==> src/core/bmch_map.svh <==
// Purpose: Register map, field positions and timing figures of the bridge misc control
// Assumes: 32-bit register bus, byte addresses, one aligned word per register
// Notes: Definitions only
`ifndef BMCH_MAP_SVH
`define BMCH_MAP_SVH

`define BMCH_ADDR_W 8
`define BMCH_DATA_W 32
`define BMCH_REG_CTRL 8'h00
`define BMCH_REG_CLKCTRL 8'h04
`define BMCH_REG_GPIO_OE 8'h08
`define BMCH_REG_GPIO_OUT 8'h0c
`define BMCH_REG_GPIO_IN 8'h10
`define BMCH_REG_HSCSR 8'h14
`define BMCH_REG_STRAP 8'h18
`define BMCH_REG_INT_STAT 8'h1c
`define BMCH_REG_INT_MASK 8'h20

`define BMCH_PS_W 2
`define BMCH_PS_D3HOT 2'h3
`define BMCH_PS_RESET 2'h0
`define BMCH_GPIO_W 4
`define BMCH_GPIO_EJECT 3
`define BMCH_HS_IND_BIT 0
`define BMCH_HS_EJECT_BIT 1
`define BMCH_HS_EN_BIT 2
`define BMCH_HS_W 3

`define BMCH_EV_EJECT 0
`define BMCH_EV_MASKED 1
`define BMCH_EV_SRST 2
`define BMCH_EV_W 3

`define BMCH_NUM_SEC_CLOCKS 10
`define BMCH_SRST_DELAY_US 100
`define BMCH_CLOCK_MHZ 100

`endif

==> src/core/bmch_pkg.sv <==
// Purpose: Types shared by the bridge misc control
// Assumes: Widths from bmch_map.svh
// Notes: Pin group is synchronised as one vector
`include "bmch_map.svh"
package bmch_pkg;

  typedef enum logic [1:0] {
    ST_SHIFT,
    ST_WAIT,
    ST_RUN
  } bmch_state_e;

  typedef struct packed {
    logic maskSerial;
    logic fastStrap;
    logic primarySpeed;
    logic secSpeed;
    logic busPowerStrap;
    logic modeLow;
    logic modeHigh;
    logic [`BMCH_GPIO_W-1:0] gpioIn;
  } bmch_pins_s;

  typedef struct packed {
    logic b2Active;
    logic halfRate;
    bmch_pins_s pins;
  } bmch_strap_s;

endpackage

==> src/core/bmch_ctrl.sv <==
// Purpose: Secondary clock mask, speed straps, D3hot clock gating, GPIO and hot-swap logic
// Assumes: Pins asynchronous to clock; register master on clock, never waits
// Notes: Clock outputs are enables and idle levels for an external clock tree
`include "bmch_map.svh"

// Behaviour
// - After reset release, shift mask serial input in to choose disabled clocks.
// - Each shifted high bit disables its clock; bits land in clock control register.
// - Secondary reset released 100 us after masked clocks are disabled.
// - Mask input low keeps all clocks running; high holds all clocks high.
// - Fast-capable strap high reports 66 MHz capability, low limits to 33.
// - Primary speed select high means 66 MHz primary, low means 33.
// - Secondary speed is wired-OR; secondary 66 MHz only while it is high.
// - Primary speed low: drive secondary speed low during reset.
// - Strap high and D3hot: secondary bus to B2, all clocks stopped low.
// - Strap low: D3hot leaves secondary clocks running unchanged.
// - Hot-swap mode: GPIO 3 is the active-low ejector switch input.
// - Hot-swap enabled and ejector event: notify output driven low.
// - Indicator output follows software indicator bit: 0 off, 1 on.
// - Mode low 0 and mode high 1: hot-swap on, GPIO 3 is ejector.
// - Mode low 1: hot-swap off, GPIO 3 ordinary GPIO.
// - Ten secondary clock outputs derived from primary clock, mask-selected.
// - Half rate when secondary speed low and primary high, else full rate.
module bmch_ctrl
  import bmch_pkg::*;
#(
  parameter int NumSecClocks = `BMCH_NUM_SEC_CLOCKS,
  parameter int SrstDelayCycles = `BMCH_SRST_DELAY_US * `BMCH_CLOCK_MHZ
) (
  // Clock and reset
  input wire logic clock,
  input wire logic reset_n,
  // Register bus
  input wire logic [`BMCH_ADDR_W-1:0] regAddr,
  input wire logic [`BMCH_DATA_W-1:0] regWriteData,
  input wire logic regWrite,
  input wire logic regRead,
  output logic [`BMCH_DATA_W-1:0] regReadData,
  // Straps and mode pins
  input wire logic clockMaskSerialIn,
  input wire logic fastCapableStrap,
  input wire logic primarySpeedSelect,
  input wire logic busPowerClockStrap,
  input wire logic modeSelectLow,
  input wire logic modeSelectHigh,
  // Secondary speed open-drain pin
  input wire logic secondarySpeedWiredOrIn,
  output logic secondarySpeedWiredOrOut,
  output logic secondarySpeedWiredOrOeN,
  // Secondary clocks and reset
  output logic [NumSecClocks-1:0] secClockEnable,
  output logic secClockIdleLevel,
  output logic secClockHalfRate,
  output logic secResetN,
  // Speed reports
  output logic fastCapable,
  output logic primaryFast,
  output logic secondaryFast,
  // GPIO pins, bit 3 doubles as ejector switch
  input wire logic [`BMCH_GPIO_W-1:0] gpioIn,
  output logic [`BMCH_GPIO_W-1:0] gpioOut,
  output logic [`BMCH_GPIO_W-1:0] gpioOeN,
  // Hot-swap and interrupt
  output logic hotswapNotifyN,
  output logic hotswapIndicator,
  output logic irq
);

  localparam int PinW = $bits(bmch_pins_s);
  localparam int CountW = $clog2(SrstDelayCycles + 1);
  localparam int ShiftW = $clog2(NumSecClocks + 1);
  localparam logic [CountW-1:0] DelayLast = CountW'(SrstDelayCycles - 1);
  localparam logic [ShiftW-1:0] ShiftLast = ShiftW'(NumSecClocks - 1);

  if (NumSecClocks < 1 || NumSecClocks > `BMCH_DATA_W) begin : gBadClocks
    $error("NumSecClocks must be 1 to data width");
  end
  if (SrstDelayCycles < 1) begin : gBadDelay
    $error("SrstDelayCycles must be at least 1");
  end

  // Pin synchronisers
  // No reset: the flops fill while reset is held
  bmch_pins_s pinsRaw;
  bmch_pins_s pins;
  logic [PinW-1:0] syncFirst;
  logic [PinW-1:0] syncSecond;

  assign pinsRaw.maskSerial = clockMaskSerialIn;
  assign pinsRaw.fastStrap = fastCapableStrap;
  assign pinsRaw.primarySpeed = primarySpeedSelect;
  assign pinsRaw.secSpeed = secondarySpeedWiredOrIn;
  assign pinsRaw.busPowerStrap = busPowerClockStrap;
  assign pinsRaw.modeLow = modeSelectLow;
  assign pinsRaw.modeHigh = modeSelectHigh;
  assign pinsRaw.gpioIn = gpioIn;

  always_ff @(posedge clock) begin
    syncFirst <= pinsRaw;
    syncSecond <= syncFirst;
  end
  assign pins = syncSecond;

  // State
  bmch_state_e state;
  bmch_state_e next_state;
  logic [ShiftW-1:0] shiftCount;
  logic [CountW-1:0] delayCount;
  logic [NumSecClocks-1:0] clockDisable;
  logic [`BMCH_PS_W-1:0] powerState;
  logic [`BMCH_GPIO_W-1:0] gpioOe;
  logic [`BMCH_GPIO_W-1:0] gpioData;
  logic indicatorBit;
  logic ejectorPrev;
  logic [`BMCH_EV_W-1:0] intStatus;
  logic [`BMCH_EV_W-1:0] intMask;

  // Register decode
  wire wrCtrl = regWrite && regAddr == `BMCH_REG_CTRL;
  wire wrClk = regWrite && regAddr == `BMCH_REG_CLKCTRL;
  wire wrOe = regWrite && regAddr == `BMCH_REG_GPIO_OE;
  wire wrOut = regWrite && regAddr == `BMCH_REG_GPIO_OUT;
  wire wrHs = regWrite && regAddr == `BMCH_REG_HSCSR;
  wire wrStat = regWrite && regAddr == `BMCH_REG_INT_STAT;
  wire wrMask = regWrite && regAddr == `BMCH_REG_INT_MASK;

  // Mode decode
  // Hot-swap enable decode
  wire hsEnabled = !pins.modeLow && pins.modeHigh;
  wire ejectorSwitchN = pins.gpioIn[`BMCH_GPIO_EJECT];
  wire ejectorEvent = hsEnabled && (ejectorSwitchN != ejectorPrev);

  // Power and speed decode
  // B2 under D3hot
  wire b2Active = pins.busPowerStrap && powerState == `BMCH_PS_D3HOT;
  wire halfRate = !pins.secSpeed && pins.primarySpeed;

  // Reset sequence
  // Mask shift, then reset wait, then run
  wire shiftDone = state == ST_SHIFT && shiftCount == ShiftLast;
  wire delayDone = state == ST_WAIT && delayCount == DelayLast;

  always_comb begin
    next_state = state;
    unique case (state)
      ST_SHIFT: if (shiftDone) begin
        next_state = ST_WAIT;
      end
      ST_WAIT: if (delayDone) begin
        next_state = ST_RUN;
      end
      ST_RUN: next_state = ST_RUN;
    endcase
  end

  always_ff @(posedge clock) begin
    if (!reset_n) begin
      state <= ST_SHIFT;
    end else begin
      state <= next_state;
    end
  end

  always_ff @(posedge clock) begin
    if (!reset_n || state != ST_SHIFT) begin
      shiftCount <= '0;
    end else begin
      shiftCount <= shiftCount + ShiftW'(1);
    end
  end

  always_ff @(posedge clock) begin
    if (!reset_n || state != ST_WAIT) begin
      delayCount <= '0;
    end else begin
      delayCount <= delayCount + CountW'(1);
    end
  end

  // Clock control register
  logic [NumSecClocks-1:0] next_clockDisable;
  always_comb begin
    next_clockDisable = clockDisable;
    // Shift owns the register; writes meanwhile are lost
    // Shifted bit per clock
    if (state == ST_SHIFT) begin
      next_clockDisable[shiftCount] = pins.maskSerial;
    end else if (wrClk) begin
      next_clockDisable = regWriteData[NumSecClocks-1:0];
    end
  end

  always_ff @(posedge clock) begin
    if (!reset_n) begin
      clockDisable <= '0;
    end else begin
      clockDisable <= next_clockDisable;
    end
  end

  // Control registers
  always_ff @(posedge clock) begin
    if (!reset_n) begin
      powerState <= `BMCH_PS_RESET;
      intMask <= '0;
      indicatorBit <= 1'b0;
    end else begin
      if (wrCtrl) begin
        powerState <= regWriteData[`BMCH_PS_W-1:0];
      end
      if (wrMask) begin
        intMask <= regWriteData[`BMCH_EV_W-1:0];
      end
      if (wrHs) begin
        indicatorBit <= regWriteData[`BMCH_HS_IND_BIT];
      end
    end
  end

  always_ff @(posedge clock) begin
    if (!reset_n) begin
      gpioOe <= '0;
      gpioData <= '0;
    end else begin
      if (wrOe) begin
        gpioOe <= regWriteData[`BMCH_GPIO_W-1:0];
      end
      if (wrOut) begin
        gpioData <= regWriteData[`BMCH_GPIO_W-1:0];
      end
    end
  end

  // Interrupt events, set beats clear
  logic [`BMCH_EV_W-1:0] eventSet;
  logic [`BMCH_EV_W-1:0] eventClear;
  always_comb begin
    eventSet = '0;
    eventSet[`BMCH_EV_EJECT] = ejectorEvent;
    eventSet[`BMCH_EV_MASKED] = shiftDone;
    eventSet[`BMCH_EV_SRST] = delayDone;
    eventClear = wrStat ? regWriteData[`BMCH_EV_W-1:0] : '0;
  end

  // Switch idles high, so no false edge after reset
  always_ff @(posedge clock) begin
    if (!reset_n) begin
      intStatus <= '0;
      ejectorPrev <= 1'b1;
    end else begin
      intStatus <= (intStatus & ~eventClear) | eventSet;
      ejectorPrev <= ejectorSwitchN;
    end
  end

  wire [`BMCH_EV_W-1:0] next_intStatus = (intStatus & ~eventClear) | eventSet;

  // Read mux
  bmch_strap_s strapView;
  assign strapView.b2Active = b2Active;
  assign strapView.halfRate = halfRate;
  assign strapView.pins = pins;

  wire [`BMCH_HS_W-1:0] hsView;
  assign hsView[`BMCH_HS_IND_BIT] = indicatorBit;
  assign hsView[`BMCH_HS_EJECT_BIT] = ejectorSwitchN;
  assign hsView[`BMCH_HS_EN_BIT] = hsEnabled;
  // Unmapped addresses read as zero
  wire [`BMCH_DATA_W-1:0] readMux =
    regAddr == `BMCH_REG_CTRL ? `BMCH_DATA_W'(powerState) :
    regAddr == `BMCH_REG_CLKCTRL ? `BMCH_DATA_W'(clockDisable) :
    regAddr == `BMCH_REG_GPIO_OE ? `BMCH_DATA_W'(gpioOe) :
    regAddr == `BMCH_REG_GPIO_OUT ? `BMCH_DATA_W'(gpioData) :
    regAddr == `BMCH_REG_GPIO_IN ? `BMCH_DATA_W'(pins.gpioIn) :
    regAddr == `BMCH_REG_HSCSR ? `BMCH_DATA_W'(hsView) :
    regAddr == `BMCH_REG_STRAP ? `BMCH_DATA_W'(strapView) :
    regAddr == `BMCH_REG_INT_STAT ? `BMCH_DATA_W'(intStatus) :
    regAddr == `BMCH_REG_INT_MASK ? `BMCH_DATA_W'(intMask) :
    '0;

  always_ff @(posedge clock) begin
    if (!reset_n) begin
      regReadData <= '0;
    end else begin
      // Zero outside the answer cycle of a read
      regReadData <= regRead ? readMux : '0;
    end
  end

  // Secondary clock outputs
  // Per-clock enable
  wire [NumSecClocks-1:0] next_secClockEnable =
    b2Active ? '0 : ~next_clockDisable;

  always_ff @(posedge clock) begin
    if (!reset_n) begin
      secClockEnable <= '0;
      secClockIdleLevel <= 1'b1;
      secClockHalfRate <= 1'b0;
    end else begin
      secClockEnable <= next_secClockEnable;
      secClockIdleLevel <= !b2Active;
      secClockHalfRate <= halfRate;
    end
  end

  always_ff @(posedge clock) begin
    if (!reset_n) begin
      secResetN <= 1'b0;
    end else begin
      // Rises on the last wait edge, no extra lag
      secResetN <= next_state == ST_RUN;
    end
  end

  // Speed reports
  // Pull secondary speed low
  always_ff @(posedge clock) begin
    if (!reset_n) begin
      secondarySpeedWiredOrOut <= 1'b0;
      secondarySpeedWiredOrOeN <= 1'b0;
      fastCapable <= 1'b0;
      primaryFast <= 1'b0;
      secondaryFast <= 1'b0;
    end else begin
      secondarySpeedWiredOrOut <= 1'b0;
      // Open drain: only ever pulls the line low
      secondarySpeedWiredOrOeN <= pins.primarySpeed || next_state == ST_RUN;
      fastCapable <= pins.fastStrap;
      primaryFast <= pins.primarySpeed;
      secondaryFast <= pins.secSpeed;
    end
  end

  // GPIO pins and hot-swap outputs
  // Ejector pin stays input-only in hot-swap mode
  wire [`BMCH_GPIO_W-1:0] ejectorKeep =
    hsEnabled ? `BMCH_GPIO_W'(1) << `BMCH_GPIO_EJECT : '0;

  always_ff @(posedge clock) begin
    if (!reset_n) begin
      gpioOut <= '0;
      gpioOeN <= '1;
      hotswapNotifyN <= 1'b1;
      hotswapIndicator <= 1'b0;
      irq <= 1'b0;
    end else begin
      gpioOut <= gpioData;
      gpioOeN <= ~(gpioOe & ~ejectorKeep);
      hotswapNotifyN <= !(hsEnabled && next_intStatus[`BMCH_EV_EJECT]);
      hotswapIndicator <= wrHs ? regWriteData[`BMCH_HS_IND_BIT] : indicatorBit;
      // Next value, so irq rises with its status bit
      irq <= |(next_intStatus & intMask);
    end
  end

endmodule

==> config.mk <==
export PLATFORM = sky130hd
export DESIGN_NAME = bmch_ctrl
export DESIGN_NICKNAME = d
export VERILOG_FILES = /design/src/core/bmch_pkg.sv /design/src/core/bmch_ctrl.sv
export VERILOG_INCLUDE_DIRS = /design/src /design/src/core
export SDC_FILE = /design/constraint.sdc
export NUM_CORES = 1
export LEC_CHECK = 0
export ABC_CLOCK_PERIOD_IN_PS = 1850
export BUFFER_PORTS_ARGS = -buffer_cell sky130_fd_sc_hd__buf_2
export CAP_MARGIN = 5
export CORE_MARGIN = 5
export CORE_UTILIZATION = 34
export DETAILED_ROUTE_END_ITERATION = 10
export GPL_TIMING_DRIVEN = 1
export PLACE_DENSITY_LB_ADDON = 0.15
export RECOVER_POWER = 25
export SLEW_MARGIN = 20
export SYNTH_ARGS = -nofsm -noshare
export SYNTH_HDL_FRONTEND = slang
export SYNTH_SLANG_ARGS = --single-unit
==> constraint.sdc <==
create_clock -name clock -period 1.85 [get_ports clock]
set_clock_uncertainty 0.1 [all_clocks]
set_input_delay 0.37 -clock clock [delete_from_list [all_inputs] [get_ports clock]]
set_output_delay 0.37 -clock clock [all_outputs]
set_load 0.1 [all_outputs]
==> metrics.md <==
| Metric | Value |
|---|---|
| Outcome | `completed` |
| Wire per inst | `15.2 µm` |
| Pre-CTS WS | `-0.252 ns` |
| Period utilisation layout | `98.0%` |
| Skew-Pair Late Insertion Delay | `0.36 ns` |
| Unrepaired setup endpoints after global routing | `true` |
| Worst Hold Class | `in -> reg` |
| Setup CP Type | `reg -> reg` |
| Clock transition at path regs | `0.08 ns` |
| Sequential fraction of the synthesis area | `48.6%` |
| DRC viols | `0` |
| Async SR Flop Fraction | `0%` |
| IO Pins | `116` |
| Placed Cells | `739` |
| Hold Crit Depth | `1` |
| Die height | `125 µm` |
| Max IR drop VDD | `0.495 mV` |
| Post-synthesis cell type count | `57` |
| Leakage | `2.52 nW` |
| Dpl cell area | `5380 µm²` |
| Final Net Count | `649` |
| Synth Area in Simple Gates | `24.2%` |
| Ys Warns | `0` |
| Top post-synthesis cells by area | `dfxtp_1 49%, mux2i_1 3.5%, buf_4 3.5%, nand2_1 3.1%, nor3b_1 2.7%` |
| Crit. End Element | `register` |
| Final setup viols | `0` |
| H-tree lvl count | `3` |
| Worst slew margin | `65.6%` |
| Post-Synth Adder-Cell Area | `2.21%` |
| Yosys top cell by area | `dfxtp_1` |
| Largest net degree at the start of global routing | `21` |
| PnR worst setup slack | `0.0365 ns` |
| Tot GR Track Use | `14.8%` |
| Final-report hold violation count | `0` |
| Final Util | `45.0%` |
| Post-synthesis cell count | `456` |
| Top Usage Layer GRT | `met2` |
| CTS Buf Count | `9` |
| DR iter-0 viols | `162` |
| Crit path DAT | `2.02 ns` |
| DP HPWL | `8430 µm` |
| Post-synthesis mux area share | `6.02%` |
| Cell area after synthesis | `4530 µm²` |
| Area delta synth->final | `30.6%` |
| Met1 GRT Util | `19.7%` |
| Fin Hold WS | `0.0114 ns` |
| Clock buffer depth | `2` |
| Xor and xnor area share after synthesis | `2.51%` |
| Max cap viols | `0` |
| GR Overflow Total | `0` |
| PD cells | `887 nW/µm²` |
| Post-Route WL | `11700 µm` |
| Avg Cell Area, Syn | `9.94 µm²` |
| CTS tree | `built` |
| Compound-Gate Fraction of Synth Area | `10.3%` |
| Most frequent cell after synthesis | `dfxtp_1` |
| Post-synth EDFFs | `0` |
| Max-slew violations | `0` |
| Antenna violations before repair | `0` |
| Slew @ Worst Pin | `0.508 ns` |
| Yosys top cell area share | `48.6%` |
| Most frequent cells after synthesis | `110 x dfxtp_1, 37 x nand2_1, 30 x nor2_1` |
| First-pass iteration count of the detailed router | `4` |
| Largest family of logic cells by synthesized area | `simple AND/OR/NAND/NOR gates` |
| Die W | `125 µm` |
| Count of input and output buffers | `73` |
| Design Area, Final | `5920 µm²` |
| First-pass GRT wire length | `18600 µm` |
| Final antenna-violating net count | `0` |
| Main synth FF type | `dfxtp_1` |
| Starting Density | `34.5%` |
| Grt met2 use | `23.2%` |
| Share of layout cells above drive strength 1 | `32.1%` |
| Die area | `15700 µm²` |
| Vias per inst | `4.70` |
| Vias in the first global route | `3552` |
| Clk sinks | `110` |
| Core area | `13100 µm²` |
| FF+latch count, synth | `110` |
| Crit-path max FO | `3` |
| Root Buffer | `clkbuf_16` |
| Core Rows | `42` |
| Critical Path Source Type | `register` |
| Fmax | `0.551 GHz` |
| Critical path required time | `2.05 ns` |
| Via count | `3608` |
| Non-filler instance count after layout | `767` |
| Diodes inserted | `0` |
| GP Congestion | `0.820` |
| Grt met3 use | `3.16%` |
| Cells on worst reg2reg path | `5` |
| Fin crit period | `1.81 ns` |
[where the power goes]
group          leakage [nW]  internal [W]  switching, W
clock network         0.156       0.00112      0.000965
registers             0.903       0.00243     0.0000317
logic                  1.46      0.000182      0.000520
total                  2.52       0.00373       0.00152
[critical path, stage by stage (launching register included)]
cell     delay (ns)
dfxtp_1        0.34
or4_1          0.57
nor4_4         0.30
buf_4          0.19
a21o_1         0.13
a211o_1        0.12
[placed cells by master, fill, tap and decap left out, types with 9 or more instances in the layout]
master	synthesis	final
a21boi_1	10	10
and2_1	17	13
buf_2	4	73
buf_4	21	51
clkbuf_16	0	9
conb_1	1	20
dfxtp_1	110	106
inv_1	13	12
mux2_2	10	10
mux2i_1	16	16
nand2_1	37	37
nand3_1	12	12
nand4_1	9	9
nor2_1	30	30
nor2b_1	16	16
nor3_1	9	9
nor3b_1	16	9
[final timing paths]
| path | startpoint | endpoint | slack (ns) |
|---|---|---|---|
| setup / recovery | delayCount[7] | irq | 0.04 |
| hold / removal | gpioIn[0] | syncFirst[0] | 0.01 |
| setup reg to reg | delayCount[7] | irq | 0.04 |
| hold reg to reg | syncFirst[8] | pins[8] | 0.23 |
[sequential cells by signal, summed over array words and instances, names as in the netlist, 2 cells and up]
register	flops
secClockEnable	10
gpioOut	4
pins	11
gpioOeN	4
shiftCount	4
gpioData	4
regReadData	13
intMask	3
state	2
powerState	2
delayCount	14
intStatus	3
clockDisable	10
syncFirst	11
gpioOe	4
[per-layer routing]
layer / up-vias / part of all wire, %
li1: 1832 / -
met1: 1691 / 47
met2: 68 / 46
met3: 17 / 4.1
met4: 0 / 2.5
met5: - / 0
[through the flow]
stage,TNS (ns),total power (W)
finish,0,0.00525
CTS,-0.0754,0.00530
global route,-0.271,0.00545
floorplan,-0.0125,0.00305
global placement,-5.56,0.00319
detailed placement,-6.08,0.00320
[layout make-up]
class	count	area (µm²)
well taps	176	220
fillers	1311	7220
repair buffers	138	883
clock buffers	10	239
multi-input cells	314	2230
flip-flops and latches	110	2210
clock inverters	6	85.1
inverters	13	51.3
[cells by family after synthesis]
logic type / Yosys count
other: 1
XOR/XNOR: 13
buffers and inverters: 51
AO/OA/AOI/OAI: 62
AND/OR/NAND/NOR: 185
flip-flops: 110
adder cells (fa/ha/maj): 8
multiplexers: 26
[repair_timing]
| action | CTS | global route |
|---|---|---|
| hold buffers | 6 | 1 |
| pin swaps | 5 | 5 |
| cloned | 1 | 0 |
| setup endpoints to repair | 15 | 23 |
| hold endpoints to repair | 6 | 1 |
| buffers inserted | 1 | 4 |
| gates resized for setup | 15 | 17 |
Note: power is estimated with default switching activity, not from simulation.
